File: config.mk
export PLATFORM = sky130hd
export DESIGN_NAME = asolc_core
export DESIGN_NICKNAME = d
export VERILOG_FILES = /design/src/asolc_pkg.sv /design/src/asolc_core.sv /design/src/asolc_idle_timer.sv
export SDC_FILE = /design/constraint.sdc
export NUM_CORES = 2
export LEC_CHECK = 0
export ABC_AREA = 1
export BUFFER_PORTS_ARGS = -buffer_cell sky130_fd_sc_hd__clkbuf_2
export CAP_MARGIN = 0
export CORE_ASPECT_RATIO = 0.8
export CORE_MARGIN = 5
export CORE_UTILIZATION = 35
export DETAILED_ROUTE_END_ITERATION = 10
export PLACE_DENSITY = 0.48
export SETUP_SLACK_MARGIN = 0.1
export SLEW_MARGIN = 20
export SYNTH_ARGS = -nofsm -noshare
export SYNTH_HDL_FRONTEND = slang
export SYNTH_SLANG_ARGS = --single-unit
File: constraint.sdc
create_clock -name pclk -period 29.1 [get_ports pclk]
set_input_delay 8.73 -clock pclk [delete_from_list [all_inputs] [get_ports pclk]]
set_output_delay 8.73 -clock pclk [all_outputs]
set_load 0.02 [all_outputs]
File: src/asolc_pkg.sv
// package: register map, field layout, reset values and timing constants for the analog speed / current block
package asolc_pkg;

    // clock and time
    localparam int CLK_HZ        = 250000000;
    localparam int MS_PER_S      = 1000;
    localparam int CYCLES_PER_MS = CLK_HZ / MS_PER_S;

    // analog input scaling: full scale is 10 V on a 12 bit converter
    localparam int         ADC_W      = 12;
    localparam int         ADC_STEPS  = 4096;
    localparam int         FULL_MV    = 10000;
    localparam int         DEAD_MV    = 20;
    localparam int         DEAD_CODES = (DEAD_MV * ADC_STEPS + FULL_MV - 1) / FULL_MV;
    localparam logic [11:0] ADC_FULL  = 12'hfff;
    localparam logic [11:0] ADC_HALF  = 12'h800;
    localparam logic [11:0] ADC_DEAD  = 12'(DEAD_CODES);

    // speeds in rpm
    localparam logic [15:0] SPEED_FAST = 16'h03e8;   // 1000 rpm
    localparam logic [15:0] SPEED_SLOW = 16'h0064;   // 100 rpm
    localparam logic [15:0] SPEED_TEST = 16'h001e;   // 30 rpm

    // current scaling, tenths of a percent
    localparam logic [15:0] PERMILLE_FULL = 16'h03e8;

    // register byte offsets
    localparam logic [7:0] OFS_SUBMODE = 8'h00;
    localparam logic [7:0] OFS_OPMODE  = 8'h04;
    localparam logic [7:0] OFS_HOMING  = 8'h08;
    localparam logic [7:0] OFS_MAXCUR  = 8'h0c;
    localparam logic [7:0] OFS_RATED   = 8'h10;
    localparam logic [7:0] OFS_PROTECT = 8'h14;
    localparam logic [7:0] OFS_POLES   = 8'h18;
    localparam logic [7:0] OFS_IDLE    = 8'h1c;
    localparam logic [7:0] OFS_REDUCED = 8'h20;
    localparam logic [7:0] OFS_SPECIAL = 8'h24;
    localparam logic [7:0] OFS_STATUS  = 8'h28;
    localparam logic [7:0] OFS_VEL     = 8'h2c;
    localparam logic [7:0] OFS_CUR     = 8'h30;
    localparam logic [7:0] OFS_FIELD   = 8'h34;

    // submode bit positions
    localparam int SUB_LOOP_BIT = 0;
    localparam int SUB_CUT_BIT  = 3;

    // reset values
    localparam logic [3:0]  RST_SUBMODE = 4'h0;
    localparam logic [7:0]  RST_OPMODE  = 8'h02;
    localparam logic [7:0]  RST_HOMING  = 8'h11;
    localparam logic [15:0] RST_MAXCUR  = 16'h03e8;
    localparam logic [15:0] RST_RATED   = 16'h03e8;
    localparam logic [15:0] RST_PROTECT = 16'h07d0;
    localparam logic [7:0]  RST_POLES   = 8'h32;     // 50 pole pairs, 1.8 degree stepper
    localparam logic [15:0] RST_IDLE    = 16'h03e8;
    localparam logic [15:0] RST_REDUCED = 16'h01f4;

    // operating mode codes
    localparam logic [7:0] OPM_PROF_POS  = 8'h01;
    localparam logic [7:0] OPM_VELOCITY  = 8'h02;
    localparam logic [7:0] OPM_PROF_VEL  = 8'h03;
    localparam logic [7:0] OPM_PROF_TRQ  = 8'h04;
    localparam logic [7:0] OPM_HOMING    = 8'h06;
    localparam logic [7:0] OPM_CYC_TRQ   = 8'h0a;

    // homing methods on a mechanical block are the codes at and above this value
    localparam logic [7:0] HOM_BLOCK_MIN = 8'hfc;

    // decoded mode switch setting
    typedef struct packed {
        logic analog;
        logic joystick;
        logic slow;
        logic test_run;
        logic test_ccw;
        logic closed;
    } asolc_mode_t;

    // command bundle toward the motor stage
    typedef struct packed {
        logic               enable;
        logic               reduced;
        logic signed [15:0] velocity;
        logic [15:0]        current_ma;
        logic signed [23:0] field_rate;
    } asolc_drive_t;

endpackage
File: src/asolc_core.sv
// analog speed setpoint and open loop current control with an apb register file
`timescale 1ns/1ns
module asolc_core
#(
    parameter int CYCLES_PER_MS = asolc_pkg::CYCLES_PER_MS
)
(
    input  wire logic                   pclk,
    input  wire logic                   presetn,
    input  wire logic                   psel,
    input  wire logic                   penable,
    input  wire logic                   pwrite,
    input  wire logic [7:0]             paddr,
    input  wire logic [31:0]            pwdata,
    output logic [31:0]                 prdata,
    output logic                        pready,
    output logic                        pslverr,
    input  wire logic [3:0]             mode_switch,
    input  wire logic                   drive_enable_in,
    input  wire logic                   direction_in,
    input  wire logic [11:0]            analog_level,
    output asolc_pkg::asolc_drive_t     drive
);

    // decode of the four-bit mode switch
    function automatic asolc_pkg::asolc_mode_t decode_switch(input logic [3:0] code);
        asolc_pkg::asolc_mode_t m;
        m          = '0;
        m.closed   = code[3];
        m.analog   = code[2];
        m.joystick = code[2] && code[1];
        m.slow     = code[2] && code[0];
        m.test_run = !code[2] && code[1];
        m.test_ccw = !code[2] && code[1] && code[0];
        return m;
    endfunction

    // register state
    logic [3:0]  submode;
    logic [7:0]  opmode;
    logic [7:0]  homing;
    logic [15:0] maxcur;
    logic [15:0] rated_ma;
    logic [15:0] protect_ma;
    logic [7:0]  poles;
    logic [15:0] idle_ms;
    logic [15:0] reduced_ma;
    logic        special_on;
    logic [3:0]  switch_code;
    logic        strap_taken;

    // bus decode
    wire setup   = psel && !penable;
    wire access  = psel && penable;
    wire wr      = access && pwrite;

    // one address compare per register word
    wire hit_submode = (paddr == asolc_pkg::OFS_SUBMODE);
    wire hit_opmode  = (paddr == asolc_pkg::OFS_OPMODE);
    wire hit_homing  = (paddr == asolc_pkg::OFS_HOMING);
    wire hit_maxcur  = (paddr == asolc_pkg::OFS_MAXCUR);
    wire hit_rated   = (paddr == asolc_pkg::OFS_RATED);
    wire hit_protect = (paddr == asolc_pkg::OFS_PROTECT);
    wire hit_poles   = (paddr == asolc_pkg::OFS_POLES);
    wire hit_idle    = (paddr == asolc_pkg::OFS_IDLE);
    wire hit_reduced = (paddr == asolc_pkg::OFS_REDUCED);
    wire hit_special = (paddr == asolc_pkg::OFS_SPECIAL);
    wire hit_status  = (paddr == asolc_pkg::OFS_STATUS);
    wire hit_vel     = (paddr == asolc_pkg::OFS_VEL);
    wire hit_cur     = (paddr == asolc_pkg::OFS_CUR);
    wire hit_field   = (paddr == asolc_pkg::OFS_FIELD);

    // writable words and read-only words
    wire hit_rw      = hit_submode
                       || hit_opmode
                       || hit_homing
                       || hit_maxcur
                       || hit_rated
                       || hit_protect
                       || hit_poles
                       || hit_idle
                       || hit_reduced
                       || hit_special;
    wire hit_ro      = hit_status
                       || hit_vel
                       || hit_cur
                       || hit_field;

    // loop type and mode checks
    wire open_loop   = !submode[asolc_pkg::SUB_LOOP_BIT];
    wire cut_enabled = submode[asolc_pkg::SUB_CUT_BIT];

    // values that open loop cannot honour
    wire [7:0] wr_byte = pwdata[7:0];
    wire torque_req  = (wr_byte == asolc_pkg::OPM_PROF_TRQ) || (wr_byte == asolc_pkg::OPM_CYC_TRQ);
    wire block_req   = (wr_byte >= asolc_pkg::HOM_BLOCK_MIN);
    wire bad_opmode  = hit_opmode && open_loop && torque_req;
    wire bad_homing  = hit_homing && open_loop && block_req;

    // refused writes answer with an error
    wire refuse_wr   = pwrite && (hit_ro || bad_opmode || bad_homing);
    wire unmapped    = !(hit_rw || hit_ro);

    // zero wait state slave; errors for unmapped or refused accesses
    // the slave never stretches an access
    assign pready  = 1'b1;
    assign pslverr = access && (unmapped || refuse_wr);

    // maximum current setting clamped to 100 percent
    // larger settings store the ceiling
    wire [15:0] maxcur_clamped = (pwdata[15:0] > asolc_pkg::PERMILLE_FULL)
                                 ? asolc_pkg::PERMILLE_FULL : pwdata[15:0];

    // strap capture of the mode switch at the first edge after reset release
    // a moved switch waits for the next restart
    always_ff @(posedge pclk or negedge presetn)
    begin
        if (!presetn)
        begin
            strap_taken <= 1'b0;
            switch_code <= 4'h0;
        end
        else if (!strap_taken)
        begin
            strap_taken <= 1'b1;
            switch_code <= mode_switch;
        end
    end

    // submode register: strap seeds the loop bit, software may change it later
    // no bus write can land on the seeding edge
    always_ff @(posedge pclk or negedge presetn)
    begin
        if (!presetn)
            submode <= asolc_pkg::RST_SUBMODE;
        else if (!strap_taken && special_on)
            submode[asolc_pkg::SUB_LOOP_BIT] <= mode_switch[3];
        else if (wr && hit_submode)
            submode <= pwdata[3:0];
    end

    // operating mode and homing method, refused values leave the old setting
    // pslverr tells software the write was refused
    always_ff @(posedge pclk or negedge presetn)
    begin
        if (!presetn)
        begin
            opmode <= asolc_pkg::RST_OPMODE;
            homing <= asolc_pkg::RST_HOMING;
        end
        else if (wr)
        begin
            if (hit_opmode && !bad_opmode)
                opmode <= wr_byte;
            if (hit_homing && !bad_homing)
                homing <= wr_byte;
        end
    end

    // current and motor configuration, currents in milliamperes, maxcur in tenths of a percent
    // special_on low parks every special mode
    always_ff @(posedge pclk or negedge presetn)
    begin
        if (!presetn)
        begin
            maxcur     <= asolc_pkg::RST_MAXCUR;
            rated_ma   <= asolc_pkg::RST_RATED;
            protect_ma <= asolc_pkg::RST_PROTECT;
            poles      <= asolc_pkg::RST_POLES;
            idle_ms    <= asolc_pkg::RST_IDLE;
            reduced_ma <= asolc_pkg::RST_REDUCED;
            special_on <= 1'b1;
        end
        else if (wr)
        begin
            if (hit_maxcur)
                maxcur <= maxcur_clamped;
            if (hit_rated)
                rated_ma <= pwdata[15:0];
            if (hit_protect)
                protect_ma <= pwdata[15:0];
            if (hit_poles)
                poles <= pwdata[7:0];
            if (hit_idle)
                idle_ms <= pwdata[15:0];
            if (hit_reduced)
                reduced_ma <= pwdata[15:0];
            if (hit_special)
                special_on <= pwdata[0];
        end
    end

    // effective mode from the captured switch
    asolc_pkg::asolc_mode_t mode;
    assign mode = decode_switch(switch_code);

    // enable is the pin gated by special_on; no other control word path exists
    wire enabled = special_on && drive_enable_in;

    // speed limit, slow for odd analog codes
    wire [15:0] vmax = mode.slow ? asolc_pkg::SPEED_SLOW : asolc_pkg::SPEED_FAST;

    // normal mode: dead zone at the bottom, linear above its edge
    // below the edge the difference wraps; norm_dead masks it
    wire        norm_dead = (analog_level <= asolc_pkg::ADC_DEAD);
    wire [27:0] norm_num  = 28'(analog_level - asolc_pkg::ADC_DEAD) * 28'(vmax);
    wire [27:0] norm_mag  = norm_num / 28'(asolc_pkg::ADC_FULL - asolc_pkg::ADC_DEAD);

    // joystick mode: dead zone around half scale, linear on each side
    // each half has its own span and divisor
    wire [11:0] joy_hi_edge = asolc_pkg::ADC_HALF + asolc_pkg::ADC_DEAD;
    wire [11:0] joy_lo_edge = asolc_pkg::ADC_HALF - asolc_pkg::ADC_DEAD;
    wire        joy_pos     = (analog_level > joy_hi_edge);
    wire        joy_neg     = (analog_level < joy_lo_edge);
    wire [27:0] joy_pos_num = 28'(analog_level - joy_hi_edge) * 28'(vmax);
    wire [27:0] joy_neg_num = 28'(joy_lo_edge - analog_level) * 28'(vmax);
    wire [27:0] joy_pos_mag = joy_pos_num / 28'(asolc_pkg::ADC_FULL - joy_hi_edge);
    wire [27:0] joy_neg_mag = joy_neg_num / 28'(joy_lo_edge);

    // signed speed candidates
    // direction high turns counterclockwise in normal mode; joystick mode ignores it
    wire signed [15:0] norm_mag_s = $signed(norm_mag[15:0]);
    wire signed [15:0] norm_speed = norm_dead ? 16'sh0
                                    : (direction_in ? -norm_mag_s : norm_mag_s);
    wire signed [15:0] joy_speed  = joy_pos ? $signed(joy_pos_mag[15:0])
                                    : (joy_neg ? -$signed(joy_neg_mag[15:0])
                                    : 16'sh0);
    wire signed [15:0] test_speed = mode.test_ccw ? -$signed(asolc_pkg::SPEED_TEST)
                                    : $signed(asolc_pkg::SPEED_TEST);

    // select the setpoint; nothing moves without the enable pin
    wire signed [15:0] next_velocity = !enabled      ? 16'sh0
                                     : mode.analog   ? (mode.joystick ? joy_speed : norm_speed)
                                     : mode.test_run ? test_speed
                                     : 16'sh0;

    // full set current: rated times clamped per mille, capped by the protective limit
    wire [31:0] full_prod = 32'(rated_ma) * 32'(maxcur);
    wire [31:0] full_div  = full_prod / 32'(asolc_pkg::PERMILLE_FULL);
    wire [15:0] full_ma   = (full_div > 32'(protect_ma)) ? protect_ma : full_div[15:0];

    // reduced value never exceeds the full one
    wire [15:0] cut_ma    = (reduced_ma < full_ma) ? reduced_ma : full_ma;

    // standstill is judged on the set value, not on motion
    // both held and next set value must be zero
    wire standstill = (drive.velocity == 16'sh0) && (next_velocity == 16'sh0);
    wire reduce;

    // idle timer, open loop with reduction on
    asolc_idle_timer
    #(
        .CYCLES_PER_MS (CYCLES_PER_MS)
    )
    u_idle
    (
        .pclk       (pclk),
        .presetn    (presetn),
        .standstill (standstill),
        .armed      (open_loop && cut_enabled),
        .idle_ms    (idle_ms),
        .reduce     (reduce)
    );

    // leaving standstill drops reduction in the same cycle
    wire               cut_now       = reduce && (next_velocity == 16'sh0);
    wire [15:0]        next_current  = cut_now ? cut_ma : full_ma;

    // field rate is set speed times pole pairs
    wire signed [31:0] field_prod    = 32'(next_velocity) * $signed({24'h0, poles});
    wire signed [23:0] next_field    = field_prod[23:0];

    // motor command register: enable, velocity setpoint, set current, reduction flag and field rate
    // one stable word per cycle toward the stage
    always_ff @(posedge pclk or negedge presetn)
    begin
        if (!presetn)
            drive <= '0;
        else
        begin
            drive.enable     <= enabled;
            drive.velocity   <= next_velocity;
            drive.current_ma <= next_current;
            drive.reduced    <= cut_now;
            drive.field_rate <= next_field;
        end
    end

    // read mux
    wire [31:0] status_word = {24'h0, open_loop, drive.reduced, drive.enable, special_on, switch_code};

    // narrow fields low, signed words extended
    wire [31:0] next_rdata  = hit_submode ? {28'h0, submode}
                            : hit_opmode  ? {24'h0, opmode}
                            : hit_homing  ? {24'h0, homing}
                            : hit_maxcur  ? {16'h0, maxcur}
                            : hit_rated   ? {16'h0, rated_ma}
                            : hit_protect ? {16'h0, protect_ma}
                            : hit_poles   ? {24'h0, poles}
                            : hit_idle    ? {16'h0, idle_ms}
                            : hit_reduced ? {16'h0, reduced_ma}
                            : hit_special ? {31'h0, special_on}
                            : hit_status  ? status_word
                            : hit_vel     ? {{16{drive.velocity[15]}}, drive.velocity}
                            : hit_cur     ? {16'h0, drive.current_ma}
                            : hit_field   ? {{8{drive.field_rate[23]}}, drive.field_rate}
                            : 32'h0;

    // read data is latched in the setup cycle and stands through the access
    always_ff @(posedge pclk or negedge presetn)
    begin
        if (!presetn)
            prdata <= 32'h0;
        else if (setup && !pwrite)
            prdata <= next_rdata;
    end

endmodule // asolc_core

File: src/asolc_idle_timer.sv
// standstill idle timer: raises reduce after the set value rests for the programmed milliseconds
`timescale 1ns/1ns
module asolc_idle_timer
#(
    parameter int CYCLES_PER_MS = asolc_pkg::CYCLES_PER_MS
)
(
    input  wire logic        pclk,
    input  wire logic        presetn,
    input  wire logic        standstill,
    input  wire logic        armed,
    input  wire logic [15:0] idle_ms,
    output logic             reduce
);

    logic [31:0] tick_cnt;
    logic [15:0] ms_cnt;
    wire         run      = armed && standstill;
    wire         tick     = (tick_cnt == 32'(CYCLES_PER_MS - 1));
    wire         expired  = (ms_cnt >= idle_ms);

    // millisecond prescaler, cleared the moment motion is commanded
    always_ff @(posedge pclk or negedge presetn)
    begin
        if (!presetn)
            tick_cnt <= 32'h0;
        else if (!run || tick)
            tick_cnt <= 32'h0;
        else
            tick_cnt <= tick_cnt + 32'h1;
    end

    // idle milliseconds; reduce follows once the count reaches the setting
    always_ff @(posedge pclk or negedge presetn)
    begin
        if (!presetn)
        begin
            ms_cnt <= 16'h0;
            reduce <= 1'b0;
        end
        else if (!run)
        begin
            ms_cnt <= 16'h0;
            reduce <= 1'b0;
        end
        else
        begin
            if (tick && !expired)
                ms_cnt <= ms_cnt + 16'h1;
            reduce <= expired;
        end
    end

endmodule // asolc_idle_timer

==> Word-level counts from Yosys, hierarchy flattened <==
Cells that the tools add are included.
{ "totals": {"reg_bits": 253, "out_inout_bits": 92, "inputBits": 63} }
{ "op_classes": {"reduce_logical": 66, "n_addsub": 7, "mux": 34, "multipliers": 5, "div_mod_pow": 4, "n_eq_ne": 17, "magnitude_cmp": 8, "bitwise": 1} }
{ "ops": {"columns": ["operator", "n"], "rows": [
  ["32-bit 2-to-1 mux", 15],
  ["16-bit 2-to-1 mux", 15],
  ["13-bit by 11-bit multiplier with 24-bit output", 3],
  ["28-bit by 11-bit divider with 28-bit output (second input constant)", 2],
  ["8-bit by 6-bit == test with 1-bit output (second input constant)", 6],
  ["32-bit by 1-bit adder with 32-bit output (second input constant)", 1],
  ["32-bit by 10-bit divider with 32-bit output (second input constant)", 1],
  ["32-bit by 18-bit == test with 1-bit output (second input constant)", 1],
  ["8-bit by 5-bit == test with 1-bit output (second input constant)", 4],
  ["32-bit by 16-bit > comparator with 1-bit output", 1],
  ["16-bit logical NOT", 2],
  ["16-bit by 16-bit multiplier with 32-bit output", 1],
  ["16-bit negator", 2],
  ["28-bit by 12-bit divider with 28-bit output (second input constant)", 1],
  ["8-bit by 4-bit == test with 1-bit output (second input constant)", 3],
  ["1-bit logical AND", 24],
  ["16-bit by 9-bit multiplier with 24-bit output", 1],
  ["2-bit AND reduction", 10],
  ["1-bit logical OR", 18],
  ["16-bit by 1-bit adder with 16-bit output (second input constant)", 1],
  ["8-bit by 3-bit == test with 1-bit output (second input constant)", 2],
  ["16-bit >= comparator", 1],
  ["16-bit by 10-bit > comparator with 1-bit output (second input constant)", 1],
  ["16-bit < comparator", 1],
  ["14 further kinds", 25]
]} }

==> Depth between registers and ports, before layout <==
{ "depth": {"word_depth": 16, "depth_mapped": 189, "ltp_nobuf": 186} }

==> Hierarchy <==
From an unflattened synthesis, not the netlist that was laid out.
{ "hier_totals": {"cells_unflattened": 8493, "hier_area_um2": 54841.3} }
{ "modules_own_cells": {"columns": ["mod", "seq_area_each_um2", "area_each_um2", "n_inst", "cells_per_inst"], "rows": [
  ["asolc_core", 4951.0, 51481.9, 1, 8006],
  ["asolc_idle_timer", 1226.2, 3359.5, 1, 487]
]} }

==> Worst setup path after synthesis <==
Ideal clock, no wire load.
{ "synth_path": {"kind": "input port to flip-flop", "start": "input analog_level[3]", "end": "register drive[22] (netlist name)", "stages": 160, "n_path_buf": 7, "setup_ns": 0.122, "setup_slack_ns": 0.141, "t_arrival_ns": 28.836, "cell_sequence": "ha_1 > inv_1 > nand2_1 > nand2_1 > inv_1 > nor2_1 > inv_1 > fa_1 > inv_1 > fa_1 > inv_1 > fa_1 > inv_1 > fa_1 > ha_1 > ha_1 > inv_1 > o21ai_2 > [124 not listed] > and2_1 > inv_1 > a21oi_1 > o21bai_1 > a21oi_1 > o21bai_1 > a21oi_1 > nor2_1 > nor2_1 > o21ai_0 > a21oi_1 > o21ai_0 > nand3_1 > nand2_1 > a21oi_1 > nor2_1 > nor2_1 > xnor2_1"} }
{ "synth_via": {"elab_chain_len": 10, "word_cells_on_any_way": 22, "classes_between": "add/sub: 5; mul: 4; div: 3; order compare: 3; mux: 7"} }
{ "synth_lines": {"columns": ["element", "line", "text"], "rows": [
  ["start: declaration", "asolc_core.sv:21", "input wire logic [11:0] analog_level,"],
  ["12-bit by 4-bit subtractor with 13-bit output / 11-bit by 12-bit subtractor with 13-bit output (equally long branches)", "asolc_core.sv:206, asolc_core.sv:216", null],
  ["13-bit by 11-bit multiplier with 24-bit output, on equally long branches", "asolc_core.sv:206, asolc_core.sv:216", null],
  ["28-bit by 12-bit divider with 28-bit output / 28-bit by 11-bit divider with 28-bit output (equally long branches)", "asolc_core.sv:207, asolc_core.sv:218", null],
  ["16-bit negator, on equally long branches", "asolc_core.sv:224, asolc_core.sv:226", null],
  ["16-bit 2-to-1 mux, on equally long branches", "asolc_core.sv:224, asolc_core.sv:226", null],
  ["16-bit 2-to-1 mux, on equally long branches", "asolc_core.sv:223, asolc_core.sv:225", null],
  ["16-bit 2-to-1 mux (*) (2 in series)", "asolc_core.sv:233", ": mode.analog ? (mode.joystick ? joy_speed : norm_speed)"],
  ["16-bit 2-to-1 mux (*)", "asolc_core.sv:232", "wire signed [15:0] next_velocity = !enabled ? 16'sh0"],
  ["via next_velocity[6]", "asolc_core.sv:232", null],
  ["16-bit by 9-bit multiplier with 24-bit output (*)", "asolc_core.sv:270", "wire signed [31:0] field_prod = 32'(next_velocity) * $signed({24'h0, poles});"],
  ["via field_prod[22]", "asolc_core.sv:270", null],
  ["end: declaration", "asolc_core.sv:22", "output asolc_pkg::asolc_drive_t drive"]
]} }
Mark *: on every way through the listed nets, which the timed path passes. The rest lies on a longest branch.
A chain may end at the register's enable or synchronous reset.

==> Final worst setup path <==
Same ends and word-level chain as after synthesis.

==> reports/results.txt <==
xor/xnor share of the synthesized area -> 3.89%
crit path time final -> 29.07 ns
crit path launch type -> primary input
Initial Util -> 35.1%
Max Freq -> 0.0344 GHz
area leader, netlist -> fa_1
Worst-path clk slew -> 0.07 ns
Rows -> 132
Synth Area in Simple Gates -> 38.2%
Worst Hold Depth -> 2
Horiz. Die Dim -> 460 um
Post-synth EDFFs -> 0
GRT Util Overall -> 20.3%
clock latency on the worst-skew pair -> 0.58 ns
wire length per cell -> 14.7 um
layout cells sized above 1 -> 35.3%
CTS Buffer Depth -> 3
WP data required -> 29.56 ns
Layout Nets -> 10.7k
R2R Path End -> drive[24]
Worst Max-Slew Pin Slew -> 1.12 ns
Clock Skews -> 0.0213 ns
Syn Std Cell Area -> 56700 sq um
initial antenna violation count -> 5
first-pass GRT wire length -> 286000 um
full die area -> 170000 sq um
Worst Path Max Fanout -> 8
clock root cell -> clkbuf_16
sequential share of the synthesized area -> 10.9%
post-synthesis adder-cell area fraction -> 23.6%
Tightest Hold Check Type -> reg -> reg
Post-synth top cells -> nand2_1 (2023), inv_1 (1613), nor2_1 (538), nand3_1 (537), fa_1 (451)
status -> finished, final reports clean
Die Ht -> 370 um
most common cell in the synthesized netlist -> nand2_1
Netlist cell types -> 97
Compound-Gate Fraction of Synth Area -> 9.44%
TritonCTS Buffers -> 26
CP peak stage delay -> 0.56 ns
CP arrival -> 29.53 ns
Hold Path Origin -> opmode[5]
Max Slew Vio Count -> 0
largest net degree at the start of global routing -> 100
Final Setup Violations -> 0
detailed placement HPWL -> 146000 um
R2R cell count -> 149
Ports -> 155
final setup margin -> 0.0257 ns
Sink Count -> 245
setup TNS -> 0 ns
DRT antenna net count -> 0
top cells by area, synth -> fa_1 (16%), nand2_1 (13%), inv_1 (11%)
core area -> 162000 sq um
H-tree levels -> 1
RSZ-0062 raised after global routing -> yes
Syn Inst Count -> 8330
vias per cell -> 4.66
Synth top area share -> 15.9%
pre-CTS WS -> -2.26 ns
critical path's most frequent cell -> nand2_2
synthesis-stage register bit count -> 245
total of max-cap violations -> 0
vias in the first global route -> 55.2k
Via Count -> 56.1k
# DRC -> 0
slowest CP cell -> fa_1
worst reg2reg setup slack -> 5.73 ns
TritonRoute pass-1 iters -> 5
endpoint class of the critical path -> flip-flop
Iteration-0 DRC Markers -> 3347
WS Path Type -> in -> reg
Hold Crit Endpoint -> opmode[5]
Synth-to-Final Area Change -> 32.3%
grt total ovfl -> 0
Yosys warning total -> 0
Port-buffer cells -> 137
mux cell area share after synthesis -> 0%
Syn Area/Cell -> 6.81 sq um
slew margin rel. -> 23.2%
Total Wirelength -> 177000 um
largest family of logic cells by synthesized area -> simple AND/OR/NAND/NOR gates
CTS tree -> built
Post-synth ARST share -> 100%
Tcrit/Tclk final -> 99.9%
final hold vios -> 0
reg-to-reg startpoint -> maxcur[11]
gpl congestion -> 0.932
CTS Hold Bufs -> 0
ys flop type -> dfrtp_1
critical path buffer and inverter count -> 39
cell family with most CP delay -> simple AND/OR/NAND/NOR gates
[flip-flops by register name, summed over array words and instances (netlist names)]
signal           count
switch_code          4
maxcur              16
idle_ms             16
submode              4
u_idle.ms_cnt       16
strap_taken          1
special_on           1
u_idle.tick_cnt     32
protect_ma          16
poles                8
prdata              24
homing               8
opmode               8
reduced_ma          16
rated_ma            16
u_idle.reduce        1
drive               58
[metal layers]
metal  vias to the layer above  global-route usage, %  wire length, um
li1                      28800                      -                -
met1                     26200                   30.5            89300
met2                       984                   31.7            75400
met3                       149                   2.73             8840
met4                         2                   3.01             2990
met5                         -                      0               11
[worst min-delay path: stages, from the launching register on]
cell and delay [ns]:
dfrtp_1 0.35, nand2_1 0.05, o21ai_0 0.06
[timing repair]
action | 4_1_cts | 5_1_grt
resized for setup | 319 | 548
cloned | 1 | 4
pin swaps | 148 | 360
endpoints found under the setup margin | 15 | 19
buffers inserted | 83 | 98
[cells in the final DEF (no fill, tap or decap), types with 88 or more instances in the layout]
cell / count
nand2_1: 1869
inv_1: 1558
buf_4: 1449
nand2_2: 507
nand3_1: 454
nor2_1: 448
fa_1: 446
ha_1: 312
o21ai_0: 240
dfrtp_1: 208
nand2_4: 204
nand3_2: 170
inv_2: 158
xor2_1: 158
nor2_2: 153
a21oi_1: 149
clkbuf_2: 132
nor2_4: 111
nand4_1: 89
o21ai_1: 88
[worst max path at each step]
stage / depth (start not counted) / from / endpoint / slack, ns
after floorplan: 160 / analog_level[3] / drive[22] / 0.14
after global placement: 160 / analog_level[4] / drive[22] / -2.12
after detailed placement: 160 / analog_level[4] / drive[22] / -2.26
after CTS: 159 / analog_level[1] / drive[22] / -0.21
after global routing: 164 / analog_level[1] / drive[22] / -1.47
final: 163 / analog_level[3] / drive[22] / 0.03
[logic make-up (layout without fill, tap and decap cells)]
logic type,Yosys count,after routing
xor gates and xnor gates,244,244
DFF,245,245
adders and majority gates,798,798
and+or+nand+nor,4252,4255
buffers and inverters,1942,3471
AOI/OAI and AO/OA,847,847
other,2,35
[area by class of cell]
| class | count | area (sq um) |
|---|---|---|
| clock inverter | 13 | 150 |
| timing repair buffer | 1647 | 12400 |
| tap | 2144 | 2680 |
| antenna | 1 | 2.50 |
| inverter | 1776 | 6850 |
| fill | 16500 | 86500 |
| clock buffer | 35 | 734 |
| sequential | 245 | 6180 |
| multi-input combinational | 6178 | 46000 |
[through the flow]
stage | instances | utilization (%) | cell area [sq um] | hold slack (ns)
after floorplan | 8362 | - | 56800 | 0.440
after global placement | 11800 | 42.8 | 69200 | 0.461
after detailed placement | 11800 | 42.8 | 69200 | 0.470
after CTS | 11900 | 44.5 | 72000 | 0.485
after global routing | 12000 | 46.4 | 75000 | 0.501
final | 12000 | 46.4 | 75000 | 0.488
Power is left out: the tool's default activity adds up to more than one toggle a clock period on the data nets, which glitch-free logic cannot reach.
